==> src/inc/adsq_cfg.svh <==
// Purpose: offsets, field positions, reset values of the sequencer
// Assumes: APB byte addresses, one 32-bit word per register
// Notes: ranges are written as msb:lsb for use inside brackets
`ifndef ADSQ_CFG_SVH
`define ADSQ_CFG_SVH
`define ADSQ_OFS_MODE 8'h00
`define ADSQ_OFS_PRIO 8'h04
`define ADSQ_OFS_MON 8'h08
`define ADSQ_OFS_TRIG 8'h0c
`define ADSQ_OFS_PRES 8'h10
`define ADSQ_RES_BASE 3'h1
`define ADSQ_MODE_START 0
`define ADSQ_MODE_SCAN 1
`define ADSQ_MODE_RPT 2
`define ADSQ_MODE_ITM 4:3
`define ADSQ_MODE_DONE 6
`define ADSQ_MODE_BUSY 7
`define ADSQ_MODE_CH 11:8
`define ADSQ_PRIO_CH 3:0
`define ADSQ_PRIO_START 4
`define ADSQ_PRIO_DONE 5
`define ADSQ_PRIO_BUSY 6
`define ADSQ_MON_EN 0
`define ADSQ_MON_DIR 1
`define ADSQ_MON_SEL 7:4
`define ADSQ_MON_THR 25:16
`define ADSQ_TRIG_HPSEL 7:6
`define ADSQ_RES_DATA 9:0
`define ADSQ_RES_OVR 14
`define ADSQ_RES_STORED 15
`define ADSQ_HPSRC_PIN 2'h1
`define ADSQ_HPSRC_TMR 2'h2
`define ADSQ_ITM_1 2'h0
`define ADSQ_ITM_4 2'h1
`define ADSQ_LIM_1 3'h0
`define ADSQ_LIM_4 3'h3
`define ADSQ_LIM_8 3'h7
`define ADSQ_RST_CH 4'h0
`define ADSQ_RST_THR 10'h000
`define ADSQ_RST_SEL 2'h0
`endif

==> src/inc/adsq_pkg.sv <==
// Purpose: types shared by the sequencer
// Assumes: nothing
// Notes: state codes are one-hot
`default_nettype none
package adsq_pkg;
  typedef enum logic [2:0] {
    ST_IDLE = 3'b001,
    ST_NORM = 3'b010,
    ST_PRIO = 3'b100
  } adsq_state_t;
  typedef struct packed {
    logic stored;
    logic ovr;
    logic [9:0] data;
  } adsq_res_t;
  typedef struct packed {
    logic start;
    logic abort;
    logic [3:0] chan;
  } adsq_conv_t;
  typedef struct packed {
    logic scan;
    logic rpt;
    logic [1:0] itm;
    logic [3:0] ch;
  } adsq_mode_t;
endpackage
`default_nettype wire

==> src/verilog/adsq_seq.sv <==
// Purpose: converter sequencer with preemptive priority and monitor
// Assumes: core pulses convDone with convData on mclk, same domain
// Notes: APB slave answers one cycle into the access phase
// Overview of operation
// - mode 11 converts scan group 0..ch over and over
// - each scan pass sets done flag and irq, busy stays 1
// - reading done flags clears them
// - clearing repeat bit ends run after current conversion, busy 0
// - priority conversion is always fixed channel single
// - priority converts its channel once, then irq, done, busy 0
// - priority starts by start bit or selected hardware trigger
// - priority suspends normal, stores own result, normal resumes
// - normal resumes at the suspended channel
// - priority trigger during priority conversion is ignored
// - monitor compares selected result with threshold, direction bit
// - comparison on each store, irq each time condition holds
// - monitored register flags end up set, not to be relied on
// - eight result registers, channel n and n+8 share n mod 8
// - fixed repeat interval 1 uses first, 4 fills first four
// - codes 00 fixed single, 01 scan single, 10 fixed repeat
// - interval field 00/01/10 signals every 1/4/8 conversions
// - start bit write in ST_IDLE, no priority pending, starts normal run and sets busy
//
// Added by the designer: register access over APB and the register addresses.
`include "adsq_cfg.svh"
`default_nettype none
module adsq_seq (
  input wire logic mclk,
  input wire logic arst_n,
  input wire logic psel,
  input wire logic penable,
  input wire logic pwrite,
  input wire logic [7:0] paddr,
  input wire logic [31:0] pwdata,
  output logic [31:0] prdata,
  output logic pready,
  output logic pslverr,
  input wire logic convDone,
  input wire logic [9:0] convData,
  input wire logic trigPin_n,
  input wire logic trigTimer,
  output var adsq_pkg::adsq_conv_t convReq,
  output logic normalDoneIrq,
  output logic priorityDoneIrq,
  output logic monitorIrq
);
  logic [1:0] rstSync;
  logic rst_n;
  logic setupAcc, acc, wr, rd, resHit, mapped;
  logic [2:0] resIdx;
  adsq_pkg::adsq_mode_t mode_r, run_r;
  adsq_pkg::adsq_state_t state_r;
  adsq_pkg::adsq_conv_t convReq_r;
  adsq_pkg::adsq_res_t res_r [8];
  logic [3:0] priorityChannel_r, monSel_r, curCh_r, nextCh;
  logic [9:0] monThr_r, prioRes_r;
  logic [1:0] hpSel_r;
  logic monitorEnable_r, monitorDirection_r;
  logic normalDoneFlag_r, normalBusyFlag_r;
  logic priorityDoneFlag_r, priorityBusyFlag_r, prioPend_r;
  logic [2:0] fill_r, nextFill, lim, resWIdx;
  logic [2:0] pinSync, tmrSync;
  logic normStartWr, prioTrig, enterPrio, prioDoneEv;
  logic normEv, stopNorm, resWe, fixedRpt, monHit;
  logic [31:0] rdMux;
  logic [31:0] prdata_r;
  logic pready_r, pslverr_r, nIrq_r, pIrq_r, mIrq_r;

  // reset release through two flops
  always_ff @(posedge mclk or negedge arst_n) begin
    if (!arst_n) rstSync <= 2'h0;
    else rstSync <= {rstSync[0], 1'b1};
  end
  assign rst_n = rstSync[1];

  // apb phase decode
  assign setupAcc = psel & penable & ~pready_r;
  assign acc = psel & penable & pready_r;
  assign wr = acc & pwrite;
  assign rd = acc & ~pwrite;
  assign resHit = (paddr[7:5] == `ADSQ_RES_BASE) & (paddr[1:0] == 2'h0);
  assign resIdx = paddr[4:2];
  assign mapped = resHit | (paddr == `ADSQ_OFS_MODE) |
    (paddr == `ADSQ_OFS_PRIO) | (paddr == `ADSQ_OFS_MON) |
    (paddr == `ADSQ_OFS_TRIG) | (paddr == `ADSQ_OFS_PRES);

  // control registers written by software
  always_ff @(posedge mclk or negedge rst_n) begin
    if (!rst_n) begin
      mode_r <= '0;
      priorityChannel_r <= `ADSQ_RST_CH;
      monitorEnable_r <= 1'b0;
      monitorDirection_r <= 1'b0;
      monSel_r <= `ADSQ_RST_CH;
      monThr_r <= `ADSQ_RST_THR;
      hpSel_r <= `ADSQ_RST_SEL;
    end else if (wr) begin
      case (paddr)
        `ADSQ_OFS_MODE: begin
          mode_r.scan <= pwdata[`ADSQ_MODE_SCAN];
          mode_r.rpt <= pwdata[`ADSQ_MODE_RPT];
          mode_r.itm <= pwdata[`ADSQ_MODE_ITM];
          mode_r.ch <= pwdata[`ADSQ_MODE_CH];
        end
        `ADSQ_OFS_PRIO: priorityChannel_r <= pwdata[`ADSQ_PRIO_CH];
        `ADSQ_OFS_MON: begin
          monitorEnable_r <= pwdata[`ADSQ_MON_EN];
          monitorDirection_r <= pwdata[`ADSQ_MON_DIR];
          monSel_r <= pwdata[`ADSQ_MON_SEL];
          monThr_r <= pwdata[`ADSQ_MON_THR];
        end
        `ADSQ_OFS_TRIG: hpSel_r <= pwdata[`ADSQ_TRIG_HPSEL];
        default: ;
      endcase
    end
  end

  // trigger pins: sync, then edge on the settled copies
  always_ff @(posedge mclk or negedge rst_n) begin
    if (!rst_n) begin
      pinSync <= 3'h7;
      tmrSync <= 3'h0;
    end else begin
      pinSync <= {pinSync[1:0], trigPin_n};
      tmrSync <= {tmrSync[1:0], trigTimer};
    end
  end

  assign normStartWr = wr & (paddr == `ADSQ_OFS_MODE) &
    pwdata[`ADSQ_MODE_START];
  assign prioTrig = (wr & (paddr == `ADSQ_OFS_PRIO) &
    pwdata[`ADSQ_PRIO_START]) |
    ((hpSel_r == `ADSQ_HPSRC_PIN) & pinSync[2] & ~pinSync[1]) |
    ((hpSel_r == `ADSQ_HPSRC_TMR) & ~tmrSync[2] & tmrSync[1]);
  assign enterPrio = prioPend_r & (state_r != adsq_pkg::ST_PRIO);
  assign prioDoneEv = (state_r == adsq_pkg::ST_PRIO) & convDone;

  // accept only while no priority conversion is busy
  always_ff @(posedge mclk or negedge rst_n) begin
    if (!rst_n) begin
      prioPend_r <= 1'b0;
      priorityBusyFlag_r <= 1'b0;
    end else begin
      if (prioTrig & ~priorityBusyFlag_r) prioPend_r <= 1'b1;
      else if (enterPrio) prioPend_r <= 1'b0;
      if (prioTrig & ~priorityBusyFlag_r) priorityBusyFlag_r <= 1'b1;
      else if (prioDoneEv) priorityBusyFlag_r <= 1'b0;
    end
  end

  // completion decode for a normal conversion
  assign fixedRpt = run_r.rpt & ~run_r.scan;
  always_comb begin
    normEv = 1'b0;
    stopNorm = 1'b0;
    resWe = 1'b0;
    nextCh = curCh_r;
    nextFill = fill_r;
    resWIdx = curCh_r[2:0];
    case (run_r.itm)
      `ADSQ_ITM_1: lim = `ADSQ_LIM_1;
      `ADSQ_ITM_4: lim = `ADSQ_LIM_4;
      default: lim = `ADSQ_LIM_8;
    endcase
    if ((state_r == adsq_pkg::ST_NORM) & convDone) begin
      resWe = 1'b1;
      if (run_r.scan) begin
        // wrap to the group start after the last channel
        if (curCh_r == run_r.ch) begin
          normEv = 1'b1;
          nextCh = 4'h0;
          stopNorm = ~run_r.rpt;
        end else begin
          nextCh = curCh_r + 4'h1;
        end
      end else if (fixedRpt) begin
        // fill first 1/4/8 result registers in order
        resWIdx = fill_r;
        if (fill_r == lim) begin
          normEv = 1'b1;
          nextFill = 3'h0;
        end else begin
          nextFill = fill_r + 3'h1;
        end
      end else begin
        normEv = 1'b1;
        stopNorm = 1'b1;
      end
      // repeat cleared: end after this conversion
      if (run_r.rpt & ~mode_r.rpt) begin
        stopNorm = 1'b1;
        normEv = 1'b1;
      end
    end
  end

  // sequencer state, channel walk and core requests
  always_ff @(posedge mclk or negedge rst_n) begin
    if (!rst_n) begin
      state_r <= adsq_pkg::ST_IDLE;
      run_r <= '0;
      curCh_r <= 4'h0;
      fill_r <= 3'h0;
      normalBusyFlag_r <= 1'b0;
      convReq_r <= '0;
    end else begin
      convReq_r.start <= 1'b0;
      convReq_r.abort <= 1'b0;
      case (state_r)
        adsq_pkg::ST_IDLE: begin
          if (enterPrio) begin
            state_r <= adsq_pkg::ST_PRIO;
            convReq_r.start <= 1'b1;
            convReq_r.chan <= priorityChannel_r;
          end else if (normStartWr) begin
            state_r <= adsq_pkg::ST_NORM;
            run_r <= mode_r;
            run_r.scan <= pwdata[`ADSQ_MODE_SCAN];
            run_r.rpt <= pwdata[`ADSQ_MODE_RPT];
            run_r.itm <= pwdata[`ADSQ_MODE_ITM];
            run_r.ch <= pwdata[`ADSQ_MODE_CH];
            curCh_r <= pwdata[`ADSQ_MODE_SCAN] ? 4'h0 :
              pwdata[`ADSQ_MODE_CH];
            fill_r <= 3'h0;
            normalBusyFlag_r <= 1'b1;
            convReq_r.start <= 1'b1;
            convReq_r.chan <= pwdata[`ADSQ_MODE_SCAN] ? 4'h0 :
              pwdata[`ADSQ_MODE_CH];
          end
        end
        adsq_pkg::ST_NORM: begin
          if (convDone) begin
            curCh_r <= nextCh;
            fill_r <= nextFill;
            if (stopNorm) normalBusyFlag_r <= 1'b0;
            if (enterPrio) begin
              state_r <= adsq_pkg::ST_PRIO;
              convReq_r.start <= 1'b1;
              convReq_r.chan <= priorityChannel_r;
            end else if (stopNorm) begin
              state_r <= adsq_pkg::ST_IDLE;
            end else begin
              convReq_r.start <= 1'b1;
              convReq_r.chan <= run_r.scan ? nextCh : run_r.ch;
            end
          end else if (enterPrio) begin
            // suspend the normal conversion, keep its state
            state_r <= adsq_pkg::ST_PRIO;
            convReq_r.abort <= 1'b1;
            convReq_r.start <= 1'b1;
            convReq_r.chan <= priorityChannel_r;
          end
        end
        adsq_pkg::ST_PRIO: begin
          if (convDone) begin
            if (normalBusyFlag_r) begin
              state_r <= adsq_pkg::ST_NORM;
              convReq_r.start <= 1'b1;
              convReq_r.chan <= curCh_r;
            end else begin
              state_r <= adsq_pkg::ST_IDLE;
            end
          end
        end
        default: state_r <= adsq_pkg::ST_IDLE;
      endcase
    end
  end

  // done flags, set wins over read clear
  // a read clears only a flag that its data showed, so no event is lost
  // pass end sets done while busy holds
  always_ff @(posedge mclk or negedge rst_n) begin
    if (!rst_n) begin
      normalDoneFlag_r <= 1'b0;
      priorityDoneFlag_r <= 1'b0;
      prioRes_r <= 10'h000;
    end else begin
      normalDoneFlag_r <= normEv |
        (normalDoneFlag_r & ~(rd & (paddr == `ADSQ_OFS_MODE) &
        prdata_r[`ADSQ_MODE_DONE]));
      priorityDoneFlag_r <= prioDoneEv |
        (priorityDoneFlag_r & ~(rd & (paddr == `ADSQ_OFS_PRIO) &
        prdata_r[`ADSQ_PRIO_DONE]));
      if (prioDoneEv) prioRes_r <= convData;
    end
  end

  // eight result entries, read clears stored and overrun
  // unread monitored entries keep stored and overrun set
  for (genvar i = 0; i < 8; i++) begin : g_res
    logic wrThis, rdThis;
    assign wrThis = resWe & (resWIdx == 3'(i));
    assign rdThis = rd & resHit & (resIdx == 3'(i));
    always_ff @(posedge mclk or negedge rst_n) begin
      if (!rst_n) begin
        res_r[i] <= '0;
      end else begin
        if (wrThis) res_r[i].data <= convData;
        // clear only what the returned word showed
        res_r[i].stored <= wrThis | (res_r[i].stored &
          ~(rdThis & prdata_r[`ADSQ_RES_STORED]));
        res_r[i].ovr <= (wrThis & res_r[i].stored) |
          (res_r[i].ovr & ~(rdThis & prdata_r[`ADSQ_RES_OVR]));
      end
    end
  end

  // evaluated on every store into the watched entry
  assign monHit = resWe & monitorEnable_r & ~monSel_r[3] &
    (resWIdx == monSel_r[2:0]) &
    (monitorDirection_r ? (convData > monThr_r) : (convData < monThr_r));

  always_ff @(posedge mclk or negedge rst_n) begin
    if (!rst_n) begin
      nIrq_r <= 1'b0;
      pIrq_r <= 1'b0;
      mIrq_r <= 1'b0;
    end else begin
      nIrq_r <= normEv;
      pIrq_r <= prioDoneEv;
      mIrq_r <= monHit;
    end
  end

  // read data selection
  always_comb begin
    rdMux = 32'h0;
    case (paddr)
      `ADSQ_OFS_MODE: begin
        rdMux[`ADSQ_MODE_SCAN] = mode_r.scan;
        rdMux[`ADSQ_MODE_RPT] = mode_r.rpt;
        rdMux[`ADSQ_MODE_ITM] = mode_r.itm;
        rdMux[`ADSQ_MODE_DONE] = normalDoneFlag_r;
        rdMux[`ADSQ_MODE_BUSY] = normalBusyFlag_r;
        rdMux[`ADSQ_MODE_CH] = mode_r.ch;
      end
      `ADSQ_OFS_PRIO: begin
        rdMux[`ADSQ_PRIO_CH] = priorityChannel_r;
        rdMux[`ADSQ_PRIO_DONE] = priorityDoneFlag_r;
        rdMux[`ADSQ_PRIO_BUSY] = priorityBusyFlag_r;
      end
      `ADSQ_OFS_MON: begin
        rdMux[`ADSQ_MON_EN] = monitorEnable_r;
        rdMux[`ADSQ_MON_DIR] = monitorDirection_r;
        rdMux[`ADSQ_MON_SEL] = monSel_r;
        rdMux[`ADSQ_MON_THR] = monThr_r;
      end
      `ADSQ_OFS_TRIG: rdMux[`ADSQ_TRIG_HPSEL] = hpSel_r;
      `ADSQ_OFS_PRES: rdMux[`ADSQ_RES_DATA] = prioRes_r;
      default: begin
        if (resHit) begin
          rdMux[`ADSQ_RES_DATA] = res_r[resIdx].data;
          rdMux[`ADSQ_RES_OVR] = res_r[resIdx].ovr;
          rdMux[`ADSQ_RES_STORED] = res_r[resIdx].stored;
        end
      end
    endcase
  end

  // apb answer one cycle into access
  always_ff @(posedge mclk or negedge rst_n) begin
    if (!rst_n) begin
      pready_r <= 1'b0;
      pslverr_r <= 1'b0;
      prdata_r <= 32'h0;
    end else begin
      pready_r <= setupAcc;
      pslverr_r <= setupAcc & ~mapped;
      if (setupAcc) prdata_r <= mapped ? rdMux : 32'h0;
    end
  end

  assign prdata = prdata_r;
  assign pready = pready_r;
  assign pslverr = pslverr_r;
  assign convReq = convReq_r;
  assign normalDoneIrq = nIrq_r;
  assign priorityDoneIrq = pIrq_r;
  assign monitorIrq = mIrq_r;
endmodule
`default_nettype wire

==> config.mk <==
export PLATFORM = sky130hd
export DESIGN_NAME = adsq_seq
export DESIGN_NICKNAME = d
export VERILOG_FILES = /design/src/inc/adsq_pkg.sv /design/src/verilog/adsq_seq.sv
export VERILOG_INCLUDE_DIRS = /design/src /design/src/inc
export SDC_FILE = /design/constraint.sdc
export NUM_CORES = 1
export LEC_CHECK = 0
export BUFFER_PORTS_ARGS = -buffer_cell sky130_fd_sc_hd__buf_2
export CAP_MARGIN = 20
export CORE_MARGIN = 5
export CORE_UTILIZATION = 40
export DETAILED_ROUTE_END_ITERATION = 8
export PLACE_DENSITY = 0.58
export SYNTH_ARGS = -nofsm -noshare
export SYNTH_HDL_FRONTEND = slang
export SYNTH_SLANG_ARGS = --single-unit
==> constraint.sdc <==
create_clock -name mclk -period 8.6 [get_ports mclk]
set_input_delay 0.86 -clock mclk [delete_from_list [all_inputs] [get_ports mclk]]
set_output_delay 0.86 -clock mclk [all_outputs]
set_load 0.01 [all_outputs]
==> qor.txt <==
Hold Slack - 125 ps
sinks on the clock net - 202
Worst-path clk slew - 60 ps
Worst Setup SP - state_r[1]
CTS Buf Count - 23
EDFF count, synth - 0
# Max-Cap Violations - 0
Buf+Inv Stages, Crit Path - 0
Core ar. - 0.0243 mm^2
post-route ant nets - 0
RSZ-0062 raised after global routing - no
relative slew slack - 0.304
Iteration-0 DRC Markers - 478
fillcell total - 2280
first-pass GRT wire length - 41200 um
pwr/cell area - 173 mW/mm^2
Synth Area in Adders - 0.0152
Synth cell types - 80
Yosys reg bits - 202
total number of yosys warnings - 0
Buffers on Ports - 82
startpoint types - flop
VDD IR max - 0.115 mV
Final Hold Fails - 0
period utilization - 0.386
post-cts sizing count - 0
register area - 0.00506 mm^2
register area share after synthesis - 0.511
I/O pin total - 101
Hold-fix buffers, CTS - 0
GRT overflow - 0
Die Y - 167 um
CTS tree - done
Crit path max-delay family - simple AND/OR/NAND/NOR gates
most numerous cell in the Yosys netlist - dfrtp_1
CTS Buffer Depth - 3
Non-Filler Instances - 1236
worst-path fanout max - 16
Final Skew - 10.8 ps
Synth top area share - 0.501
endpoints failing setup - 0
GPL Wtd Cong - 0.838
Root Buffer - clkbuf_16
Synth top cells by count - 198 x dfrtp_1, 125 x mux2_2, 85 x nand2_1
H-Tree Depth - 1
Post-Place Worst Slack - 4840 ps
routed len/inst - 21.2 um
largest family of logic cells by synthesized area - multiplexers
Pre-antenna DRT Iters - 5
largest net degree at the start of global routing - 62
initial antenna violation count - 1
outcome - completed
Reg2Reg Setup Slack - 5280 ps
fin crit period - 3320 ps
total power - 1.94 mW
Critical path destination - res_r[32]
asr flop ratio synth - 1.00
Die X-Extent - 167 um
endpoint of the worst register-to-register path - res_r[32]
WS Path Type - flop to flop
simple-gate share of the synthesized area - 0.119
post-CTS setup buffers - 0
LEAKAGE - 5.44 nW
number of cell rows - 57
Post-synth top flop - dfrtp_1
Placed Cells - 1200
synth-to-layout area growth - 13.3%
required time worst endpoint - 8990 ps
die area - 0.0280 mm^2
Vias - 6927
Critical Path AT - 3710 ps
CP endpoint kind - flop
xor and xnor area share after synthesis - 0.00695
Total GRT Usage - 0.185
Post-DP Area - 0.0106 mm^2
share of layout cells above drive strength 1 - 0.330
fin util - 0.461
Compound-Gate Fraction of Synth Area - 0.0957
Synth Cell Area - 0.00990 mm^2
design area - 0.0112 mm^2
multi-input logic area - 0.00448 mm^2
clk_lat worst skew - 510 ps
Reg2Reg Depth - 5
Worst-Margin Slew - 1040 ps
drt drc - 0
Initial Utilization - 0.407
area leader, netlist - dfrtp_1
number of cells on the critical path - 5
Syn Area/Cell - 11.9 um^2
setup TNS - 0 ps
mux cell area share after synthesis - 0.212
CP cell instances - and4bb_2, nand2_1, mux2i_1, nand4_1, mux2_1
FF-to-FF Start - state_r[1]
DP HPWL - 17800 um
drt total wl - 26200 um
largest cells by area after synthesis - dfrtp_1 50%, mux2_2 14%, mux4_2 5.7%
Critical-path top delay cell - nand4_1
Min-Delay Path Class - input port to asynchronous set/reset pin
critical path's largest stage delay - 790 ps
Final #Nets - 972
via density per instance - 5.60
# diodes - 0
Peak Freq - 302 MHz
final worst slack - 5280 ps
vias in the first global route - 6881
Slew Limit Fails - 0
cells after synthesis - 833
power breakdown:
part | leakage [nW] | switching [mW] | internal, mW
Combinational | 2.39 | 0.0662 | 0.0263
Clock | 0.324 | 0.377 | 0.512
Sequential | 2.72 | 0.00540 | 0.957
area by class of cell:
cell class,instances,area share
Sequential cell,202,0.451
Multi-Input combinational cell,554,0.400
Clock buffer,32,0.0570
Timing Repair Buffer,96,0.0457
Tap cell,324,0.0361
Inverter,25,0.00837
Clock inverter,3,0.00167
state kept, by name, summed over array words and instances (netlist names), 2 cells and up:
name	flops
fill_r	3
pinSync	3
priorityChannel_r	4
prioRes_r	10
tmrSync	3
hpSel_r	2
rstSync	2
monThr_r	10
monSel_r	4
convReq	6
mode_r	8
prdata	24
state_r	3
res_r	96
run_r	8
curCh_r	4
how the worst min path moves through the flow:
stage,slack [ps],cells after the start,endpoint,from
2_1_floorplan,330,0,rstSync[1],rstSync[0]
3_3_place_gp,250,0,tmrSync[0],rstSync[1]
3_5_place_dp,260,0,tmrSync[0],rstSync[1]
4_1_cts,100,1,rstSync[1],arst_n
5_1_grt,100,1,rstSync[1],arst_n
6_report,130,1,rstSync[1],arst_n
per-layer routing:
metal / GRT usage / vias up / routed length (um) / share of wire
met3: 0.0295 / 44 / 1490 / 0.057
met4: 0.0462 / 2 / 528 / 0.020
met2: 0.293 / 209 / 12300 / 0.47
met5: 0 / - / 11 / 0.00042
met1: 0.269 / 3489 / 11900 / 0.45
li1: - / 3183 / - / -
cells by family (layout without fill, tap and decap cells):
kind of cell	Yosys count	count (layout)
AO/OA/AOI/OAI	139	139
XOR/XNOR	7	7
adder cells (fa/ha/maj)	12	12
buffers and inverters	84	156
flip-flops	202	202
multiplexers	162	162
other	2	9
AND/OR/NAND/NOR	225	225
cells in the final DEF (no fill, tap or decap), types with 4 or more instances in the layout:
cell type	instances
o31ai_1	5
buf_4	13
conb_1	9
a21oi_1	18
mux4_2	25
clkbuf_16	23
nand2_1	85
clkbuf_1	6
dfstp_2	4
nor3_1	11
nor4_1	5
nand4_1	10
a221oi_1	4
nor4_2	4
nand3_1	33
o22ai_1	7
nand2b_1	7
mux2_2	125
ha_1	12
o21ai_0	39
nor2_1	19
a21o_1	6
mux2i_1	6
a22o_1	6
a31oi_1	9
nor2b_1	10
inv_1	25
nor3b_1	4
dfrtp_1	197
o2bb2ai_1	4
and3_1	7
a222oi_1	5
mux2_1	5
buf_2	82
Note: power is estimated with default switching activity, not from simulation.
